--- src/verilog/wdt_map.svh ---
// offsets, field positions, reset values and counts of the watchdog block
`ifndef WDT_MAP_SVH
`define WDT_MAP_SVH

// ==========================================================================
// register byte offsets
`define WDT_OFS_CTRL      4'h0
`define WDT_OFS_STATUS    4'h4
`define WDT_OFS_INT_STAT  4'h8
`define WDT_OFS_INT_MASK  4'hc

// ==========================================================================
// control register fields
`define WDT_CTRL_EN_BIT   0
`define WDT_CTRL_PS_LSB   1
`define WDT_CTRL_PS_MSB   5
`define WDT_CTRL_RESET    6'h16
`define WDT_PS_RESET      5'h0b

// ==========================================================================
// status register fields
`define WDT_ST_PD_BIT     0
`define WDT_ST_TO_BIT     1
`define WDT_ST_WATCH_RESET_FLAG_BIT   2
`define WDT_ST_SLEEP_BIT  3

// ==========================================================================
// interrupt bits
`define WDT_IRQ_RESET_BIT 0
`define WDT_IRQ_WAKE_BIT  1
`define WDT_IRQ_W         2

// ==========================================================================
// prescale: code 0 divides by 2^5, top valid code divides by 2^23
`define WDT_BASE_SHIFT    5'h05
`define WDT_PS_MAX        5'h12
`define WDT_CNT_W         23

// ==========================================================================
// bus answers
`define WDT_RESP_OKAY     2'h0
`define WDT_RESP_SLVERR   2'h2

`endif

--- src/verilog/wdt_pkg.sv ---
// types shared by the watchdog modules
package wdt_pkg;

    // ======================================================================
    // operating mode field
    typedef enum logic [1:0] {
        MODE_OFF      = 2'b00,
        MODE_SOFTWARE = 2'b01,
        MODE_AWAKE    = 2'b10,
        MODE_ALWAYS   = 2'b11
    } wdt_mode_t;

    // ======================================================================
    // bus write channel state
    typedef enum logic [0:0] {
        WR_COLLECT = 1'b0,
        WR_RESPOND = 1'b1
    } wr_state_t;

endpackage : wdt_pkg

--- src/verilog/wdt_cnt_if.sv ---
// carrier between watchdog control and its prescale counter
`timescale 1ns/10ps
interface wdt_cnt_if;
    logic       tick;
    logic       clear;
    logic       run;
    logic [4:0] period_sel;
    logic       timeout;

    modport ctrl (output tick, output clear, output run,
                  output period_sel, input timeout);
    modport cnt  (input tick, input clear, input run,
                  input period_sel, output timeout);
endinterface : wdt_cnt_if

--- src/verilog/osc_edge_sync.sv ---
// two-flop synchroniser with rising edge pulse for the slow oscillator
`timescale 1ns/10ps
module osc_edge_sync (
    input  wire logic clock,
    input  wire logic rst_b,
    input  wire logic async_in,
    output logic      rise
);
    logic meta_r;
    logic sync_r;
    logic last_r;

    // ======================================================================
    // synchroniser chain
    always_ff @(posedge clock) begin
        if (!rst_b) begin
            meta_r <= 1'b0;
            sync_r <= 1'b0;
            last_r <= 1'b0;
        end else begin
            meta_r <= async_in;
            sync_r <= meta_r;
            last_r <= sync_r;
        end
    end

    // ======================================================================
    // edge pulse
    always_ff @(posedge clock) begin
        if (!rst_b) begin
            rise <= 1'b0;
        end else begin
            rise <= sync_r & ~last_r;
        end
    end
endmodule : osc_edge_sync

--- src/verilog/wdt_prescale_counter.sv ---
// prescale counter of the watchdog, advanced by slow oscillator edges
`include "wdt_map.svh"
`timescale 1ns/10ps
module wdt_prescale_counter #(
    parameter int CNT_W = `WDT_CNT_W
) (
    input  wire logic clock,
    input  wire logic rst_b,
    wdt_cnt_if.cnt    bus
);
    logic [CNT_W-1:0] count_r;
    logic [4:0]       shift;
    logic [CNT_W-1:0] terminal;
    logic             at_end;

    // ======================================================================
    // terminal value of the selected prescale
    always_comb begin
        if (bus.period_sel <= `WDT_PS_MAX) begin
            shift = bus.period_sel + `WDT_BASE_SHIFT;
        end else begin
            shift = `WDT_BASE_SHIFT;
        end
        terminal = {CNT_W{1'b1}} >> (5'(CNT_W) - shift);
        at_end   = (count_r == terminal);
    end

    // ======================================================================
    // count only slow oscillator edges
    always_ff @(posedge clock) begin
        if (!rst_b) begin
            count_r <= '0;
        end else if (bus.clear) begin
            count_r <= '0;
        end else if (bus.run && bus.tick) begin
            if (at_end) begin
                count_r <= '0;
            end else begin
                count_r <= count_r + 1'b1;
            end
        end
    end

    // ======================================================================
    // one-cycle time-out pulse
    always_ff @(posedge clock) begin
        if (!rst_b) begin
            bus.timeout <= 1'b0;
        end else begin
            bus.timeout <= bus.run && bus.tick && at_end
                           && !bus.clear;
        end
    end
endmodule : wdt_prescale_counter

--- src/verilog/watchdog_timer_sleep_aware.sv ---
// watchdog timer with sleep handling, status flags and register slave
`include "wdt_map.svh"
`timescale 1ns/10ps
module watchdog_timer_sleep_aware #(
    parameter int CNT_W = `WDT_CNT_W
) (
    input  wire logic        clock,
    input  wire logic        rst_b,
    // slow oscillator pin
    input  wire logic        low_freq_int_osc,
    // core side
    input  wire logic [1:0]  wdt_mode_cfg,
    input  wire logic        clear_watch_instr,
    input  wire logic        sleep_req,
    input  wire logic        ext_wake,
    input  wire logic        osc_fail,
    output logic             wdt_reset_req,
    output logic             wake_req,
    output logic             asleep,
    output logic             timeout_flag_n,
    output logic             powerdown_flag_n,
    output logic             watch_reset_flag,
    output logic             irq,
    // register bus
    input  wire logic [3:0]  s_axi_awaddr,
    input  wire logic        s_axi_awvalid,
    output logic             s_axi_awready,
    input  wire logic [31:0] s_axi_wdata,
    input  wire logic [3:0]  s_axi_wstrb,
    input  wire logic        s_axi_wvalid,
    output logic             s_axi_wready,
    output logic [1:0]       s_axi_bresp,
    output logic             s_axi_bvalid,
    input  wire logic        s_axi_bready,
    input  wire logic [3:0]  s_axi_araddr,
    input  wire logic        s_axi_arvalid,
    output logic             s_axi_arready,
    output logic [31:0]      s_axi_rdata,
    output logic [1:0]       s_axi_rresp,
    output logic             s_axi_rvalid,
    input  wire logic        s_axi_rready
);
    // ======================================================================
    // declarations
    wdt_cnt_if               cnt_bus ();
    logic                    osc_tick;
    logic                    sw_watch_enable_r;
    logic [4:0]              watch_period_sel_r;
    logic [`WDT_IRQ_W-1:0]   int_stat_r;
    logic [`WDT_IRQ_W-1:0]   int_mask_r;
    logic [`WDT_IRQ_W-1:0]   int_set;
    logic [`WDT_IRQ_W-1:0]   int_clr;
    logic                    enabled;
    logic                    sleep_entry;
    logic                    wake_evt;
    logic                    awake_timeout;
    logic                    sleep_timeout;
    logic                    watch_reset_flag_clr;
    wdt_pkg::wdt_mode_t      mode;
    wdt_pkg::wr_state_t      wr_state_r;
    logic                    aw_held_r;
    logic                    w_held_r;
    logic [3:0]              aw_addr_r;
    logic [31:0]             w_data_r;
    logic [3:0]              w_strb_r;
    logic                    wr_fire;
    logic                    wr_lane0;
    logic                    wr_ctrl;
    logic                    wr_status;
    logic                    wr_int_stat;
    logic                    wr_int_mask;
    logic                    wr_mapped;
    logic [31:0]             rd_word;
    logic                    rd_mapped;

    // ======================================================================
    // slow oscillator crossing and prescale counter
    osc_edge_sync u_osc_sync (
        .clock    (clock),
        .rst_b    (rst_b),
        .async_in (low_freq_int_osc),
        .rise     (osc_tick)
    );

    wdt_prescale_counter #(
        .CNT_W (CNT_W)
    ) u_counter (
        .clock (clock),
        .rst_b (rst_b),
        .bus   (cnt_bus)
    );

    // ======================================================================
    // mode decode
    always_comb begin
        mode = wdt_pkg::wdt_mode_t'(wdt_mode_cfg);
        case (mode)
            wdt_pkg::MODE_ALWAYS: begin
                enabled = 1'b1;
            end
            wdt_pkg::MODE_AWAKE: begin
                enabled = !asleep;
            end
            wdt_pkg::MODE_SOFTWARE: begin
                enabled = sw_watch_enable_r;
            end
            wdt_pkg::MODE_OFF: begin
                enabled = 1'b0;
            end
            default: begin
                enabled = 1'b0;
            end
        endcase
    end

    // ======================================================================
    // sleep events and counter control
    always_comb begin
        sleep_entry   = sleep_req && !asleep;
        awake_timeout = cnt_bus.timeout && !asleep;
        sleep_timeout = cnt_bus.timeout && asleep;
        wake_evt      = asleep && (ext_wake || cnt_bus.timeout);
    end

    // prescale setting of the slow oscillator ticks is not a clear term
    assign cnt_bus.tick       = osc_tick;
    assign cnt_bus.run        = enabled;
    assign cnt_bus.period_sel = watch_period_sel_r;
    assign cnt_bus.clear      = clear_watch_instr || sleep_entry
                                || wake_evt || osc_fail
                                || !enabled;

    // ======================================================================
    // sleep state
    always_ff @(posedge clock) begin
        if (!rst_b) begin
            asleep <= 1'b0;
        end else if (wake_evt) begin
            asleep <= 1'b0;
        end else if (sleep_entry) begin
            asleep <= 1'b1;
        end
    end

    // ======================================================================
    // reset and wake requests
    always_ff @(posedge clock) begin
        if (!rst_b) begin
            wdt_reset_req <= 1'b0;
            wake_req      <= 1'b0;
        end else begin
            wdt_reset_req <= awake_timeout;
            wake_req      <= wake_evt;
        end
    end

    // ======================================================================
    // time-out and power-down flags, time-out wins over other updates
    always_ff @(posedge clock) begin
        if (!rst_b) begin
            timeout_flag_n   <= 1'b1;
            powerdown_flag_n <= 1'b1;
        end else if (cnt_bus.timeout) begin
            timeout_flag_n   <= 1'b0;
            powerdown_flag_n <= !asleep;
        end else if (sleep_entry) begin
            timeout_flag_n   <= 1'b1;
            powerdown_flag_n <= 1'b0;
        end else if (clear_watch_instr) begin
            timeout_flag_n   <= 1'b1;
            powerdown_flag_n <= 1'b1;
        end
    end

    // ======================================================================
    // watchdog reset record, set wins over clear
    assign watch_reset_flag_clr = wr_status && w_data_r[`WDT_ST_WATCH_RESET_FLAG_BIT];

    always_ff @(posedge clock) begin
        if (!rst_b) begin
            watch_reset_flag <= 1'b0;
        end else begin
            watch_reset_flag <= (watch_reset_flag && !watch_reset_flag_clr)
                                || cnt_bus.timeout;
        end
    end

    // ======================================================================
    // interrupt status, mask and output
    always_comb begin
        int_set = '0;
        int_set[`WDT_IRQ_RESET_BIT] = awake_timeout;
        int_set[`WDT_IRQ_WAKE_BIT]  = sleep_timeout;
        int_clr = wr_int_stat ? w_data_r[`WDT_IRQ_W-1:0] : '0;
    end

    always_ff @(posedge clock) begin
        if (!rst_b) begin
            int_stat_r <= '0;
        end else begin
            int_stat_r <= (int_stat_r & ~int_clr) | int_set;
        end
    end

    always_ff @(posedge clock) begin
        if (!rst_b) begin
            int_mask_r <= '0;
        end else if (wr_int_mask) begin
            int_mask_r <= w_data_r[`WDT_IRQ_W-1:0];
        end
    end

    always_ff @(posedge clock) begin
        if (!rst_b) begin
            irq <= 1'b0;
        end else begin
            irq <= |(((int_stat_r & ~int_clr) | int_set) & int_mask_r);
        end
    end

    // ======================================================================
    // control register
    always_ff @(posedge clock) begin
        if (!rst_b) begin
            sw_watch_enable_r  <= 1'(`WDT_CTRL_RESET >> `WDT_CTRL_EN_BIT);
            watch_period_sel_r <= `WDT_PS_RESET;
        end else if (wr_ctrl) begin
            sw_watch_enable_r  <= w_data_r[`WDT_CTRL_EN_BIT];
            watch_period_sel_r <=
                w_data_r[`WDT_CTRL_PS_MSB:`WDT_CTRL_PS_LSB];
        end
    end

    // ======================================================================
    // write address decode
    always_comb begin
        wr_fire     = (wr_state_r == wdt_pkg::WR_COLLECT)
                      && aw_held_r && w_held_r;
        wr_lane0    = wr_fire && w_strb_r[0];
        wr_ctrl     = wr_lane0 && (aw_addr_r == `WDT_OFS_CTRL);
        wr_status   = wr_lane0 && (aw_addr_r == `WDT_OFS_STATUS);
        wr_int_stat = wr_lane0 && (aw_addr_r == `WDT_OFS_INT_STAT);
        wr_int_mask = wr_lane0 && (aw_addr_r == `WDT_OFS_INT_MASK);
        case (aw_addr_r)
            `WDT_OFS_CTRL,
            `WDT_OFS_STATUS,
            `WDT_OFS_INT_STAT,
            `WDT_OFS_INT_MASK: begin
                wr_mapped = 1'b1;
            end
            default: begin
                wr_mapped = 1'b0;
            end
        endcase
    end

    // ======================================================================
    // write address and data capture, either order
    always_ff @(posedge clock) begin
        if (!rst_b) begin
            aw_held_r <= 1'b0;
            aw_addr_r <= '0;
        end else if (s_axi_awvalid && s_axi_awready) begin
            aw_held_r <= 1'b1;
            aw_addr_r <= {s_axi_awaddr[3:2], 2'h0};
        end else if (wr_fire) begin
            aw_held_r <= 1'b0;
        end
    end

    always_ff @(posedge clock) begin
        if (!rst_b) begin
            w_held_r <= 1'b0;
            w_data_r <= '0;
            w_strb_r <= '0;
        end else if (s_axi_wvalid && s_axi_wready) begin
            w_held_r <= 1'b1;
            w_data_r <= s_axi_wdata;
            w_strb_r <= s_axi_wstrb;
        end else if (wr_fire) begin
            w_held_r <= 1'b0;
        end
    end

    always_ff @(posedge clock) begin
        if (!rst_b) begin
            s_axi_awready <= 1'b0;
            s_axi_wready  <= 1'b0;
        end else begin
            s_axi_awready <= !aw_held_r && !(s_axi_awvalid && s_axi_awready)
                             && (wr_state_r == wdt_pkg::WR_COLLECT);
            s_axi_wready  <= !w_held_r && !(s_axi_wvalid && s_axi_wready)
                             && (wr_state_r == wdt_pkg::WR_COLLECT);
        end
    end

    // ======================================================================
    // write response
    always_ff @(posedge clock) begin
        if (!rst_b) begin
            wr_state_r   <= wdt_pkg::WR_COLLECT;
            s_axi_bvalid <= 1'b0;
            s_axi_bresp  <= `WDT_RESP_OKAY;
        end else begin
            case (wr_state_r)
                wdt_pkg::WR_COLLECT: begin
                    if (wr_fire) begin
                        wr_state_r   <= wdt_pkg::WR_RESPOND;
                        s_axi_bvalid <= 1'b1;
                        s_axi_bresp  <= wr_mapped ? `WDT_RESP_OKAY
                                                  : `WDT_RESP_SLVERR;
                    end
                end
                wdt_pkg::WR_RESPOND: begin
                    if (s_axi_bready) begin
                        wr_state_r   <= wdt_pkg::WR_COLLECT;
                        s_axi_bvalid <= 1'b0;
                    end
                end
                default: begin
                    wr_state_r   <= wdt_pkg::WR_COLLECT;
                    s_axi_bvalid <= 1'b0;
                end
            endcase
        end
    end

    // ======================================================================
    // read decode
    always_comb begin
        rd_word   = '0;
        rd_mapped = 1'b1;
        case ({s_axi_araddr[3:2], 2'h0})
            `WDT_OFS_CTRL: begin
                rd_word[`WDT_CTRL_EN_BIT] = sw_watch_enable_r;
                rd_word[`WDT_CTRL_PS_MSB:`WDT_CTRL_PS_LSB] =
                    watch_period_sel_r;
            end
            `WDT_OFS_STATUS: begin
                rd_word[`WDT_ST_PD_BIT]    = powerdown_flag_n;
                rd_word[`WDT_ST_TO_BIT]    = timeout_flag_n;
                rd_word[`WDT_ST_WATCH_RESET_FLAG_BIT]  = watch_reset_flag;
                rd_word[`WDT_ST_SLEEP_BIT] = asleep;
            end
            `WDT_OFS_INT_STAT: begin
                rd_word[`WDT_IRQ_W-1:0] = int_stat_r;
            end
            `WDT_OFS_INT_MASK: begin
                rd_word[`WDT_IRQ_W-1:0] = int_mask_r;
            end
            default: begin
                rd_mapped = 1'b0;
            end
        endcase
    end

    // ======================================================================
    // read channel
    always_ff @(posedge clock) begin
        if (!rst_b) begin
            s_axi_arready <= 1'b0;
            s_axi_rvalid  <= 1'b0;
            s_axi_rdata   <= '0;
            s_axi_rresp   <= `WDT_RESP_OKAY;
        end else if (s_axi_rvalid) begin
            s_axi_arready <= 1'b0;
            if (s_axi_rready) begin
                s_axi_rvalid  <= 1'b0;
                s_axi_arready <= 1'b1;
            end
        end else if (s_axi_arvalid && s_axi_arready) begin
            s_axi_arready <= 1'b0;
            s_axi_rvalid  <= 1'b1;
            s_axi_rdata   <= rd_word;
            s_axi_rresp   <= rd_mapped ? `WDT_RESP_OKAY : `WDT_RESP_SLVERR;
        end else begin
            s_axi_arready <= 1'b1;
        end
    end
endmodule : watchdog_timer_sleep_aware

--- config.mk ---
export PLATFORM = sky130hd
export DESIGN_NAME = watchdog_timer_sleep_aware
export DESIGN_NICKNAME = d
export VERILOG_FILES = /design/src/verilog/wdt_pkg.sv /design/src/verilog/wdt_cnt_if.sv /design/src/verilog/osc_edge_sync.sv /design/src/verilog/wdt_prescale_counter.sv /design/src/verilog/watchdog_timer_sleep_aware.sv
export VERILOG_INCLUDE_DIRS = /design/src /design/src/verilog
export SDC_FILE = /design/constraint.sdc
export NUM_CORES = 1
export LEC_CHECK = 0
export BUFFER_PORTS_ARGS = -buffer_cell sky130_fd_sc_hd__buf_4
export CAP_MARGIN = 20
export CORE_ASPECT_RATIO = 1.4
export CORE_MARGIN = 5
export CORE_UTILIZATION = 55
export CTS_BUF_LIST = sky130_fd_sc_hd__clkbuf_8
export CTS_CLUSTER_SIZE = 8
export DETAILED_ROUTE_END_ITERATION = 8
export PLACE_DENSITY = 0.83
export SKIP_CTS_REPAIR_TIMING = 1
export SYNTH_ARGS = -nofsm -noshare
export SYNTH_HDL_FRONTEND = slang
export SYNTH_SLANG_ARGS = --single-unit
--- constraint.sdc ---
create_clock -name clock -period 4.4 [get_ports clock]
set_input_delay 0.22 -clock clock [delete_from_list [all_inputs] [get_ports clock]]
set_output_delay 0.22 -clock clock [all_outputs]
set_load 0.01 [all_outputs]
==> qor_table.md, run 1 <==
| Group | Result | This run |
|---|---|---|
| outcome | Result of the run | complete, no violations |
| drt | Number of antenna-violating nets in the routed design | 0 |
| power | Leakage power summed over all cells | 1.65 nW |
| worst setup path | Category of the worst setup path launch point | register |
| floorplanning | Horiz. Die Dim | 82.4 um |
| floorplanning | Area of the core | 7270 um2 |
| min path | Worst min-delay path category | primary input to register |
| yosys | Number of cells produced by synthesis | 462 |
| finish | Antenna diodes | 0 |
| cts | CTS max path bufs | 2 |
| sta | Crit share post-route | 92.3% |
| grt | Global-route wire length before repair | 15.2 mm |
| sta | Worst slew margin | 32.7% |
| power | Peak supply drop | 0.248 mV |
| floorplanning | Number of top-level design ports | 106 |
| floorplanning | Full die area | 9170 um2 |
| grt | Maximum number of pins on one net before global-route repair | 44 |
| finish | FILL cells | 645 |
| drt | Vias per cell | 5.62 |
| worst setup path | Critical Path End Type | register |
| placement | Final HPWL from detailed placement | 6.87 mm |
| drt | Remaining routing DRC violations | 0 |
| cts | Root buffer cell | sky130_fd_sc_hd__clkbuf_8 |
| drt | Post-Route M1 WL | 3.57 mm |
| floorplanning | Y dimension of the die | 111 um |
| yosys | Count of distinct cell types in the synthesized netlist | 64 |
| sta | Final number of max-transition violations | 0 |
| drt | Top routing layer in use | met4 |
| sta | Min Tclk post-route | 4060 ps |
| grt | Total grt overflow | 0 |
| yosys | Proportion of synthesized chip area in sequential cells | 34.3% |
| sta | Worst Clk Skew | 8.08 ps |
| placement | Count of buffers inserted at the top-level ports | 43 |
| yosys | Most used flip-flop cell after synthesis | sky130_fd_sc_hd__dfxtp_1 |
| drt | Number of DRC markers in iteration 0 | 204 |
| worst setup path | Largest driver fanout on the critical path | 21 |
| sta | Setup repair after global routing missed its margin | no |
| yosys | Share of async-settable or async-resettable flops after synthesis | 0% |
| drt | Vias | 3375 |
| drt | Amount of wire on met2 after detailed routing | 4.93 mm |
| floorplanning | Std-Cell Rows | 37 |
| cts | H-tree depth reported by CTS | 3 |
| floorplanning | Starting Density | 55.5% |
| cts | Clock latency at the later pin of the worst-skew pair | 350 ps |
| finish | Share of cells above drive strength 1 | 20.8% |
| worst setup path | Critical path data required time | 4630 ps |
| sta | Count of endpoints failing hold in the final timing report | 0 |
| drt | Length of routed met3 wiring | 368 um |
| finish | Count of nets after finishing | 561 |
| cts | Total clock buffers created by CTS | 9 |
| cts | Clock tree from TritonCTS | built |
| finish | Leading cell type in the layout, fill and taps excluded | sky130_fd_sc_hd__dfxtp_1 |
| drt | Routed wirelength normalized by instance count | 15.3 um |
| yosys | Number of storage elements in the synthesis netlist | 69 |
| sta | Setup TNS | 0 ps |
| power | Pwr Density | 282 nW/um2 |
| finish | Leading cell types in the layout, fill and taps excluded | sky130_fd_sc_hd__dfxtp_1, sky130_fd_sc_hd__nand2_1, sky130_fd_sc_hd__buf_4 |
| flow run | Max-capacitance violation count | 0 |
| cts | Clock-pin transition on the worst setup and hold timing paths | 80 ps |
| drt | Wire length reported by the detailed router | 9.17 mm |
| grt | Number of global-route vias before repair | 3197 |
| sta | Final setup violation count | 0 |
| yosys | Number of enable flip-flop cells after synthesis | 0 |
| worst setup path | Critical path start-end classification | register to register |
| sta | Slew at the pin with the worst max-slew slack | 1000 ps |
| yosys | Synthesized cell area | 4030 um2 |
| sta | Max frequency | 246 MHz |
| yosys | Number of warning messages in the yosys log | 0 |
| worst setup path | Arrival time of data at the critical path endpoint | 4290 ps |
| grt | Initial antenna violation count | 0 |
| grt | Global routing usage summed across all routing layers | 21.2% |
| finish | End-of-flow core utilization | 62.2% |
| finish | Area growth from synthesis to final layout | 12.1% |
| cts | Clk sinks | 69 |
| drt | DR pass1 iterations | 4 |
| placement | Final weighted congestion in routability-driven placement | 0.903 |
| yosys | Mean instance size in the synthesized netlist | 8.73 um2 |
==> layer usage <==
metal | vias to the layer above | track usage [%]
li1 | 1649 | -
met1 | 1608 | 23.6
met2 | 94 | 36.1
met3 | 24 | 4.80
met4 | 0 | 11.1
met5 | - | 0
==> synth_stat cells, types with 3 or more instances <==
master                     number  share of area, %
sky130_fd_sc_hd__inv_1          7              0.65
sky130_fd_sc_hd__buf_6          3              0.84
sky130_fd_sc_hd__o21ai_0        6              0.74
sky130_fd_sc_hd__o31a_1         3              0.65
sky130_fd_sc_hd__nor3_1        16               2.0
sky130_fd_sc_hd__nor3b_1        6               1.1
sky130_fd_sc_hd__buf_4         30               5.6
sky130_fd_sc_hd__and4_1         3              0.65
sky130_fd_sc_hd__nor2b_1       15               2.3
sky130_fd_sc_hd__and2_1         6              0.93
sky130_fd_sc_hd__xnor2_1       10               2.2
sky130_fd_sc_hd__nor3_2        19               4.7
sky130_fd_sc_hd__nand2b_1       8               1.2
sky130_fd_sc_hd__nand2_1       54               5.0
sky130_fd_sc_hd__nand3_1       23               2.9
sky130_fd_sc_hd__nor4_1         9               1.4
sky130_fd_sc_hd__mux2i_1       14               3.5
sky130_fd_sc_hd__xor2_1        18               3.9
sky130_fd_sc_hd__or2_2          3              0.47
sky130_fd_sc_hd__a21boi_0      16               3.0
sky130_fd_sc_hd__a31oi_1        3              0.47
sky130_fd_sc_hd__o211ai_1       4              0.74
sky130_fd_sc_hd__ha_1           4               1.2
sky130_fd_sc_hd__nand4_1        6              0.93
sky130_fd_sc_hd__o32ai_1        3              0.65
sky130_fd_sc_hd__clkbuf_1      16               1.5
sky130_fd_sc_hd__nand3b_1       4              0.74
sky130_fd_sc_hd__dfxtp_1       69                34
sky130_fd_sc_hd__and3_1         9               1.4
sky130_fd_sc_hd__o22ai_1        3              0.47
sky130_fd_sc_hd__nor2_1        21               2.0
sky130_fd_sc_hd__a21oi_1        8              0.99
==> critical path, stage by stage (launching register included) <==
cell and delay [ps]:
sky130_fd_sc_hd__dfxtp_1 670, sky130_fd_sc_hd__inv_1 170, sky130_fd_sc_hd__ha_1 260, sky130_fd_sc_hd__and2b_1 330, sky130_fd_sc_hd__o32ai_1 130, sky130_fd_sc_hd__ha_1 540
sky130_fd_sc_hd__nor4b_1 330, sky130_fd_sc_hd__a31oi_1 70, sky130_fd_sc_hd__nor3_1 200, sky130_fd_sc_hd__nand4_1 130, sky130_fd_sc_hd__nor3_1 210, sky130_fd_sc_hd__nand4_2 190
sky130_fd_sc_hd__nor4_4 380, sky130_fd_sc_hd__buf_12 230, sky130_fd_sc_hd__nor3b_1 70
==> path summary, 6_finish.rpt <==
check                   startpoint               endpoint  slack, ps  cells past startpoint
max reg2reg  cnt_bus.period_sel[0]  u_counter.count_r[22]        340                     14
max          cnt_bus.period_sel[0]  u_counter.count_r[22]        340                     14
min               low_freq_int_osc      u_osc_sync.meta_r         80                      2
min reg2reg      u_osc_sync.last_r        u_osc_sync.rise        380                      1
==> cell type report <==
| cell class | count | area (um2) | area share [%] |
|---|---|---|---|
| clock buffer | 10 | 138 | 3.05 |
| timing repair buffer | 49 | 380 | 8.42 |
| inverter | 9 | 33.8 | 0.748 |
| sequential | 69 | 1380 | 30.6 |
| clock inverter | 6 | 71.3 | 1.58 |
| multi-input combinational | 361 | 2390 | 53.0 |
| tap | 97 | 121 | 2.69 |
==> power by group <==
group,switching [mW],total (mW),internal [mW]
Sequential,0.0117,0.649,0.638
Clock,0.252,0.532,0.281
Combinational,0.0500,0.0917,0.0416
==> stage by stage <==
step / setup WS [ps] / hold slack, ps / instance area [um2] / std cells / power [mW]
detailed placement: 432 / 371 / 4310 / 585 / 0.755
CTS: 374 / 54.3 / 4520 / 601 / 1.29
global route: 72.2 / 82.5 / 4520 / 601 / 1.33
floorplan: 732 / 347 / 4140 / 490 / 0.735
finish: 337 / 75.6 / 4520 / 601 / 1.27
global placement: 537 / 375 / 4310 / 585 / 0.752
==> state kept, by name (all words and copies together) (netlist names), 2 cells and up <==
name	cells
s_axi_rdata	6
u_counter.count_r	23
int_stat_r	2
w_data_r	6
int_mask_r	2
aw_addr_r	2
cnt_bus.period_sel	5
==> cells by family after synthesis <==
group	share of synthesized area, %
AO/OA/AOI/OAI	12.6
XOR/XNOR	6.48
adder cells (fa/ha/maj)	1.24
buffers and inverters	9.00
flip-flops	34.3
multiplexers	5.15
other	0.0930
AND/OR/NAND/NOR	31.2
Note: power is estimated with default switching activity, not from simulation.
==> run 2: changes to the inputs <==
--- a/config.mk
+++ b/config.mk
@@ -14,7 +14,7 @@
 export CTS_BUF_LIST = sky130_fd_sc_hd__clkbuf_8
 export CTS_CLUSTER_SIZE = 8
 export DETAILED_ROUTE_END_ITERATION = 8
-export PLACE_DENSITY = 0.83
+export PLACE_DENSITY_LB_ADDON = 0.2
 export SKIP_CTS_REPAIR_TIMING = 1
 export SYNTH_ARGS = -nofsm -noshare
 export SYNTH_HDL_FRONTEND = slang
==> run 2 against run 1 <==
Die area is the same; critical endpoint is now u_counter.count_r[5]; worst hold slack lost 0.77 ps; highest routed layer unchanged; power shrank 2.5%; sequential cell count is the same; design area shrank 0.22%.
==> qor_table.md, run 2 (same netlist as run 1, synthesis figures left out) <==
| Group | Result | This run | vs previous |
|---|---|---|---|
| grt | Maximum number of pins on one net before global-route repair | 44 | unchanged |
| floorplanning | Horiz. Die Dim | 82.4 um | unchanged |
| power | Power share of the combinational group | 7.4% | +0.2 points |
| placement | Final HPWL from detailed placement | 6.88 mm | +0.20% |
| floorplanning | Area of the core | 7270 um2 | unchanged |
| sta | Count of endpoints failing hold in the final timing report | 0 | unchanged |
| cts | Clock latency at the later pin of the worst-skew pair | 350 ps | about the same |
| sta | Max frequency | 266 MHz | +8.1% |
| floorplanning | Full die area | 9170 um2 | unchanged |
| drt | Routed wirelength normalized by instance count | 14.9 um | -2.1% |
| worst setup path | Critical path start-end classification | register to register |  |
| power | Flop pwr share | 52.3% | +1.3 points |
| finish | Antenna diodes | 0 | unchanged |
| grt | Initial antenna violation count | 0 | unchanged |
| grt | Number of global-route vias before repair | 3261 | +2.0% |
| drt | Wire length reported by the detailed router | 8.99 mm | -1.9% |
| worst setup path | Critical path data required time | 4630 ps | about the same |
| cts | Clock-pin transition on the worst setup and hold timing paths | 80 ps | about the same |
| finish | Area growth from synthesis to final layout | 11.8% |  |
| finish | Filler-free cell count of the finished design | 602 | +0.17% |
| min path | Worst min-delay path category | primary input to register |  |
| flow run | Max-capacitance violation count | 0 | unchanged |
| floorplanning | Number of top-level design ports | 106 | unchanged |
| power | Net switching share of the total power | 24.5% | -0.12 points |
| power | Peak supply drop | 0.232 mV | -6.5% |
| grt | Global routing usage summed across all routing layers | 21.2% | +0.064 points |
| worst setup path | Cell-by-cell listing of the critical path | ha_1 -> nand2b_1 -> a211o_1 -> nand2_1 -> inv_2 -> ha_1 -> nor4b_1 -> a31oi_1 -> nor3_1 -> nand4_1 -> nor3_1 -> nand4_2 -> nor4_4 -> buf_12 -> nor3_2 |  |
| grt | Global-route wire length before repair | 15.1 mm | -0.41% |
| drt | Vias | 3347 | -0.83% |
| sta | Final setup violation count | 0 | unchanged |
| placement | Instance area at placement | 4320 um2 | +0.17% |
| cts | Total clock buffers created by CTS | 9 | unchanged |
| drt | DR pass1 iterations | 4 | unchanged |
| power | Part of the total power dissipated in the clock network | 40.4% | -1.4 points |
| cts | H-tree depth reported by CTS | 3 | unchanged |
| sta | Final number of max-transition violations | 0 | unchanged |
| finish | Registers with the most flip-flops | u_counter.count_r (23), s_axi_rdata (6), w_data_r (6) |  |
| drt | Vias per cell | 5.56 | -0.99% |
| floorplanning | Std-Cell Rows | 37 | unchanged |
| placement | Final weighted congestion in routability-driven placement | 0.957 | +6.0% |
| sta | Setup repair after global routing missed its margin | no |  |
| drt | Number of antenna-violating nets in the routed design | 0 | unchanged |
| sta | Worst Clk Skew | 9.32 ps | +1.24 ps |
| cts | Clk sinks | 69 | unchanged |
| finish | Count of nets after finishing | 562 | +0.18% |
| worst setup path | Critical Path End Type | register |  |
| cts | Root buffer cell | sky130_fd_sc_hd__clkbuf_8 |  |
| worst setup path | Longest individual stage delay on the worst path | 550 ps | -120 ps |
| finish | Leading cell types in the layout, fill and taps excluded | sky130_fd_sc_hd__dfxtp_1, sky130_fd_sc_hd__nand2_1, sky130_fd_sc_hd__buf_4 |  |
| worst setup path | Category of the worst setup path launch point | register |  |
| drt | Number of DRC markers in iteration 0 | 222 | +8.8% |
| power | Leakage power summed over all cells | 1.65 nW | about the same |
| finish | Max FFs per register | 23 | unchanged |
| sta | Min Tclk post-route | 3760 ps | -304 ps |
| worst setup path | Arrival time of data at the critical path endpoint | 3990 ps | -300 ps |
| worst setup path | Largest driver fanout on the critical path | 21 | unchanged |
| power | Pwr Density | 275 nW/um2 | -2.3% |
| worst setup path | Crit path buffers/inverters | 2 | unchanged |
| sta | Slew at the pin with the worst max-slew slack | 1000 ps | +2.10 ps |
| outcome | Result of the run | complete, no violations |  |
| cts | Clock tree from TritonCTS | built |  |
| cts | CTS max path bufs | 2 | unchanged |
| worst setup path | Cell class contributing the biggest share of worst-path delay | simple AND/OR/NAND/NOR gates |  |
| power | Power, Total | 1.24 mW | -2.5% |
| finish | Leading cell type in the layout, fill and taps excluded | sky130_fd_sc_hd__dfxtp_1 |  |
| finish | Register name with the most flops | u_counter.count_r |  |
| grt | Total grt overflow | 0 | unchanged |
| power | Internal portion of total power | 938 uW | -2.3% |
| placement | Count of buffers inserted at the top-level ports | 43 | unchanged |
| worst setup path | Crit-path slowest cell | sky130_fd_sc_hd__ha_1 |  |
| sta | Worst slew margin | 32.6% | -0.14 points |
| finish | Total non-filler cell area in the finished layout | 4510 um2 | -0.22% |
| power | Switching power | 304 uW | -2.9% |
| sta | Setup TNS | 0 ps | unchanged |
| drt | Remaining routing DRC violations | 0 | unchanged |
| floorplanning | Starting Density | 55.5% | unchanged |
| placement | Total instance count after detailed placement | 586 | +0.17% |
| floorplanning | Y dimension of the die | 111 um | unchanged |
| sta | Crit share post-route | 85.4% | -6.9 points |
| finish | Share of cells above drive strength 1 | 20.8% | -0.041 points |
-- run 2: cell type report --
class | count | area (um2)
Multi-Input combinational cell | 361 | 2390
Clock inverter | 7 | 67.6
Inverter | 9 | 33.8
Timing Repair Buffer | 50 | 388
Sequential cell | 69 | 1380
Fill cell | 679 | 2760
Tap cell | 97 | 121
Clock buffer | 9 | 124
-- run 2: worst register-to-register path, cell delays in order (launching register included) --
cell and delay (ps):
sky130_fd_sc_hd__dfxtp_1 480, sky130_fd_sc_hd__ha_1 230, sky130_fd_sc_hd__nand2b_1 90, sky130_fd_sc_hd__a211o_1 310
sky130_fd_sc_hd__nand2_1 90, sky130_fd_sc_hd__inv_2 80, sky130_fd_sc_hd__ha_1 550, sky130_fd_sc_hd__nor4b_1 280
sky130_fd_sc_hd__a31oi_1 70, sky130_fd_sc_hd__nor3_1 220, sky130_fd_sc_hd__nand4_1 140, sky130_fd_sc_hd__nor3_1 200
sky130_fd_sc_hd__nand4_2 180, sky130_fd_sc_hd__nor4_4 390, sky130_fd_sc_hd__buf_12 230, sky130_fd_sc_hd__nor3_2 80
-- run 2: routing by layer --
metal / global-route usage, % / wire [um] / share of wire (%) / vias to the layer above
met5: 0 / 0 / 0 / -
met4: 9.76 / 279 / 3.1 / 0
met3: 4.80 / 385 / 4.3 / 20
met2: 36.5 / 4760 / 53 / 77
met1: 24.1 / 3570 / 40 / 1594
li1: - / - / - / 1656
-- run 2: power groups by stage --
| stage | Clock, mW | Sequential [mW] | Combinational (mW) |
|---|---|---|---|
| finish | 0.501 | 0.649 | 0.0917 |
| floorplan | 0 | 0.663 | 0.0727 |
| CTS | 0.513 | 0.649 | 0.0920 |
| global placement | 0 | 0.663 | 0.0908 |
| detailed placement | 0 | 0.664 | 0.0917 |
| global route | 0.545 | 0.651 | 0.102 |
-- run 2: worst paths after layout --
path                                             from                    to  slack [ps]  cells past startpoint
worst max register to register  cnt_bus.period_sel[1]  u_counter.count_r[5]         640                     15
worst max-delay path            cnt_bus.period_sel[1]  u_counter.count_r[5]         640                     15
worst min-delay path                 low_freq_int_osc     u_osc_sync.meta_r          70                      2
worst min register to register      u_osc_sync.last_r       u_osc_sync.rise         390                      1
-- run 2: through the flow --
step | hold slack (ps) | util [%] | worst slack, ps
5_1_grt | 57.2 | 62.0 | 305
3_3_place_gp | 372 | 59.4 | 634
4_1_cts | 54.6 | 62.0 | 617
3_5_place_dp | 379 | 59.4 | 638
2_1_floorplan | 347 | - | 732
6_report | 74.8 | 62.0 | 641
==> run 3: changes to the inputs <==
--- a/config.mk
+++ b/config.mk
@@ -6,6 +6,7 @@
 export SDC_FILE = /design/constraint.sdc
 export NUM_CORES = 1
 export LEC_CHECK = 0
+export ABC_AREA = 1
 export BUFFER_PORTS_ARGS = -buffer_cell sky130_fd_sc_hd__buf_4
 export CAP_MARGIN = 20
 export CORE_ASPECT_RATIO = 1.4
==> run 3 against run 2 <==
Synthesized area is 0.16% lower; critical path type unchanged; sequential cell count stayed put; via count is 15% higher; largest cell class unchanged.
==> qor_table.md, run 3 <==
| Group | Result | This run | vs previous |
|---|---|---|---|
| outcome | Result of the run | complete, no violations |  |
| grt | Total grt overflow | 0 | unchanged |
| sta | Setup repair after global routing missed its margin | no |  |
| power | Leakage power summed over all cells | 2.06 nW | +25% |
| finish | Total non-filler cell area in the finished layout | 4510 um2 | about the same |
| drt | Wire length reported by the detailed router | 9.86 mm | +9.6% |
| drt | Number of antenna-violating nets in the routed design | 0 | unchanged |
| cts | Clock latency at the later pin of the worst-skew pair | 350 ps | about the same |
| floorplanning | Horiz. Die Dim | 82.3 um | about the same |
| yosys | Number of cells produced by synthesis | 618 | +34% |
| finish | Count of nets after finishing | 722 | +28% |
| worst setup path | Critical Path Start | cnt_bus.period_sel[0] |  |
| worst setup path | Largest driver fanout on the critical path | 20 | -4.8% |
| worst setup path | Crit path buffers/inverters | 3 | +1 |
| yosys | Combinational family with the most area after synthesis | simple AND/OR/NAND/NOR gates |  |
| placement | Instance area at placement | 4300 um2 | -0.32% |
| min path | Hold Startpoint | low_freq_int_osc |  |
| drt | Routed wirelength normalized by instance count | 12.9 um | -13% |
| yosys | Post-Synth XOR/XNOR Area | 3.26% | -3.2 points |
| grt | Global routing usage summed across all routing layers | 22.9% | +1.7 points |
| power | Peak supply drop | 0.289 mV | +25% |
| sta | Count of endpoints failing hold in the final timing report | 0 | unchanged |
| finish | Max FFs per register | 23 | unchanged |
| finish | Leading cell types in the layout, fill and taps excluded | sky130_fd_sc_hd__nand2_1, sky130_fd_sc_hd__inv_1, sky130_fd_sc_hd__nor2_1 |  |
| yosys | Number of enable flip-flop cells after synthesis | 0 | unchanged |
| worst setup path | Longest individual stage delay on the worst path | 430 ps | -120 ps |
| sta | Setup TNS | 0 ps | unchanged |
| yosys | Compound-gate portion of the synthesized area | 9.26% | -3.3 points |
| cts | Root buffer cell | sky130_fd_sc_hd__clkbuf_8 |  |
| finish | Leading cell type in the layout, fill and taps excluded | sky130_fd_sc_hd__nand2_1 |  |
| worst setup path | Crit-path slowest cell | sky130_fd_sc_hd__inv_1 |  |
| sta | Min Tclk post-route | 3450 ps | -305 ps |
| yosys | Post-synthesis simple-gate area fraction | 36.6% | +5.4 points |
| floorplanning | Full die area | 9160 um2 | -0.14% |
| power | Power share of the combinational group | 8.9% | +1.5 points |
| yosys | Synth area leaders | sky130_fd_sc_hd__dfxtp_1, sky130_fd_sc_hd__nand2_1, sky130_fd_sc_hd__inv_1, sky130_fd_sc_hd__nor2_1, sky130_fd_sc_hd__nand3_1 |  |
| yosys | Cell type with the largest total area after synthesis | sky130_fd_sc_hd__dfxtp_1 |  |
| sta | Worst Clk Skew | 4.64 ps | -4.68 ps |
| drt | DR pass1 iterations | 5 | +1 |
| worst setup path | Cell-by-cell listing of the critical path | inv_1 -> ha_1 -> inv_1 -> nand2_1 -> nand2_2 -> nand2_4 -> nand3_2 -> ha_1 -> inv_1 -> o21ai_0 -> nand2_1 -> nand3_1 -> nor2_1 -> nand2_1 -> nor2_1 -> nand4_2 -> nand2_2 -> nor2_1 |  |
| floorplanning | Area of the core | 7270 um2 | unchanged |
| yosys | Mux cell area share after synthesis | 0% | -5.2 points |
| worst setup path | Critical Path End Type | register |  |
| placement | Count of buffers inserted at the top-level ports | 43 | unchanged |
| cts | Clock tree from TritonCTS | built |  |
| grt | Number of global-route vias before repair | 3626 | +11% |
| power | Part of the total power dissipated in the clock network | 41.0% | +0.6 points |
| sta | Setup WS post-layout | 946 ps | +305 ps |
| worst setup path | Critical path data required time | 4650 ps | +20 ps |
| cts | Clk sinks | 69 | unchanged |
| yosys | Share of async-settable or async-resettable flops after synthesis | 0% | unchanged |
| floorplanning | Y dimension of the die | 111 um | about the same |
| floorplanning | Number of top-level design ports | 106 | unchanged |
| sta | Max frequency | 289 MHz | +8.8% |
| min path | Worst min-delay path category | primary input to register |  |
| finish | Registers with the most flip-flops | u_counter.count_r (23), s_axi_rdata (6), w_data_r (6) |  |
| drt | Number of DRC markers in iteration 0 | 229 | +3.2% |
| worst setup path | Arrival time of data at the critical path endpoint | 3700 ps | -290 ps |
| flow run | Max-capacitance violation count | 0 | unchanged |
| drt | Vias | 3859 | +15% |
| sta | Slew at the pin with the worst max-slew slack | 569 ps | -435 ps |
| cts | Clock-pin transition on the worst setup and hold timing paths | 80 ps | about the same |
| grt | Global-route wire length before repair | 16.3 mm | +8.0% |
| yosys | Most instantiated library cell after synthesis | sky130_fd_sc_hd__nand2_1 |  |
| floorplanning | Std-Cell Rows | 37 | unchanged |
| drt | Vias per cell | 5.06 | -8.9% |
| finish | Antenna diodes | 0 | unchanged |
| finish | Register name with the most flops | u_counter.count_r |  |
| grt | Initial antenna violation count | 0 | unchanged |
| finish | Area growth from synthesis to final layout | 12.1% |  |
| yosys | Number of storage elements in the synthesis netlist | 69 | unchanged |
| cts | Total clock buffers created by CTS | 9 | unchanged |
| sta | Worst slew margin | 62.1% | +29 points |
| grt | Maximum number of pins on one net before global-route repair | 28 | -36% |
| worst setup path | Critical path start-end classification | register to register |  |
| yosys | Number of warning messages in the yosys log | 0 | unchanged |
| power | Internal portion of total power | 966 uW | +3.1% |
| finish | Share of cells above drive strength 1 | 12.9% | -7.9 points |
| power | Pwr Density | 288 nW/um2 | +4.7% |
| yosys | Count of distinct cell types in the synthesized netlist | 42 | -34% |
| floorplanning | Starting Density | 55.4% | -0.086 points |
| placement | Final HPWL from detailed placement | 7.76 mm | +13% |
| yosys | Post-Synth Adder-Cell Area | 1.24% | +0.0019 points |
| power | Net switching share of the total power | 25.7% | +1.2 points |
| sta | Minimum hold slack | 46.0 ps | -28.8 ps |
| yosys | Area share of the largest cell type after synthesis | 34.3% | +0.053 points |
| finish | FILL cells | 733 | +8.0% |
| power | Flop pwr share | 50.2% | -2.1 points |
| placement | Final weighted congestion in routability-driven placement | 0.956 | about the same |
| finish | End-of-flow core utilization | 62.1% | about the same |
| sta | Crit share post-route | 78.5% | -6.9 points |
| cts | CTS max path bufs | 2 | unchanged |
| sta | Final number of max-transition violations | 0 | unchanged |
| yosys | Commonest cells post-synth | sky130_fd_sc_hd__nand2_1, sky130_fd_sc_hd__inv_1, sky130_fd_sc_hd__nor2_1 |  |
| worst setup path | Source of the worst register-to-register timing path | cnt_bus.period_sel[0] |  |
| yosys | Proportion of synthesized chip area in sequential cells | 34.3% | +0.053 points |
| placement | Post-Place Setup Slack | 959 ps | +321 ps |
| yosys | Most used flip-flop cell after synthesis | sky130_fd_sc_hd__dfxtp_1 |  |
| yosys | Mean instance size in the synthesized netlist | 6.52 um2 | -25% |
| yosys | Synthesized cell area | 4030 um2 | -0.16% |
| worst setup path | Category of the worst setup path launch point | register |  |
| cts | H-tree depth reported by CTS | 3 | unchanged |
| sta | Final setup violation count | 0 | unchanged |
| drt | Remaining routing DRC violations | 0 | unchanged |
| worst setup path | Cell class contributing the biggest share of worst-path delay | simple AND/OR/NAND/NOR gates |  |
| power | Switching power | 334 uW | +9.9% |
==> run 3: final cells by class <==
cell class / instances / area (um2) / area share [%]
well taps: 97 / 121 / 2.69
inverters: 89 / 334 / 7.40
clock buffers: 10 / 138 / 3.05
multi-input cells: 447 / 2140 / 47.4
flip-flops and latches: 69 / 1380 / 30.6
clock inverters: 6 / 70.1 / 1.55
repair buffers: 44 / 330 / 7.32
==> run 3: cells by family after synthesis <==
family,Yosys count
AND/OR/NAND/NOR,331
XOR/XNOR,15
flip-flops,69
AO/OA/AOI/OAI,68
other,1
buffers and inverters,130
adder cells (fa/ha/maj),4
==> run 3: path summary, 6_finish.rpt <==
check	to	slack [ps]	depth (start not counted)
setup / recovery	u_counter.count_r[22]	950	18
hold / removal	u_osc_sync.meta_r	50	3
setup reg to reg	u_counter.count_r[22]	950	18
hold reg to reg	u_osc_sync.rise	390	1
==> run 3: worst reg2reg max path, cell delays in order (launching register included) <==
cell and delay [ps]:
sky130_fd_sc_hd__dfxtp_1 370, sky130_fd_sc_hd__inv_1 170, sky130_fd_sc_hd__ha_1 170, sky130_fd_sc_hd__inv_1 40, sky130_fd_sc_hd__nand2_1 60, sky130_fd_sc_hd__nand2_2 70, sky130_fd_sc_hd__nand2_4 110, sky130_fd_sc_hd__nand3_2 250
sky130_fd_sc_hd__ha_1 390, sky130_fd_sc_hd__inv_1 430, sky130_fd_sc_hd__o21ai_0 260, sky130_fd_sc_hd__nand2_1 130, sky130_fd_sc_hd__nand3_1 80, sky130_fd_sc_hd__nor2_1 100, sky130_fd_sc_hd__nand2_1 50, sky130_fd_sc_hd__nor2_1 180
sky130_fd_sc_hd__nand4_2 180, sky130_fd_sc_hd__nand2_2 220, sky130_fd_sc_hd__nor2_1 80
==> run 3: power groups by stage <==
stage | Combinational, mW | Clock (mW) | Sequential [mW]
after global placement | 0.112 | 0 | 0.666
after floorplan | 0.0874 | 0 | 0.668
after detailed placement | 0.114 | 0 | 0.667
after global routing | 0.130 | 0.580 | 0.654
after CTS | 0.115 | 0.549 | 0.652
final | 0.115 | 0.533 | 0.652
==> run 3: layer usage <==
layer	routed length (um)	vias to the layer above	global-route usage [%]
met2	5260	99	40.2
li1	-	1983	-
met1	3770	1747	25.1
met3	493	30	5.77
met5	0	-	0
met4	323	0	9.76
==> run 3: metrics by stage <==
stage / cells / power, mW
global route: 762 / 1.36
finish: 762 / 1.30
CTS: 762 / 1.32
detailed placement: 746 / 0.781
global placement: 746 / 0.778
floorplan: 646 / 0.756
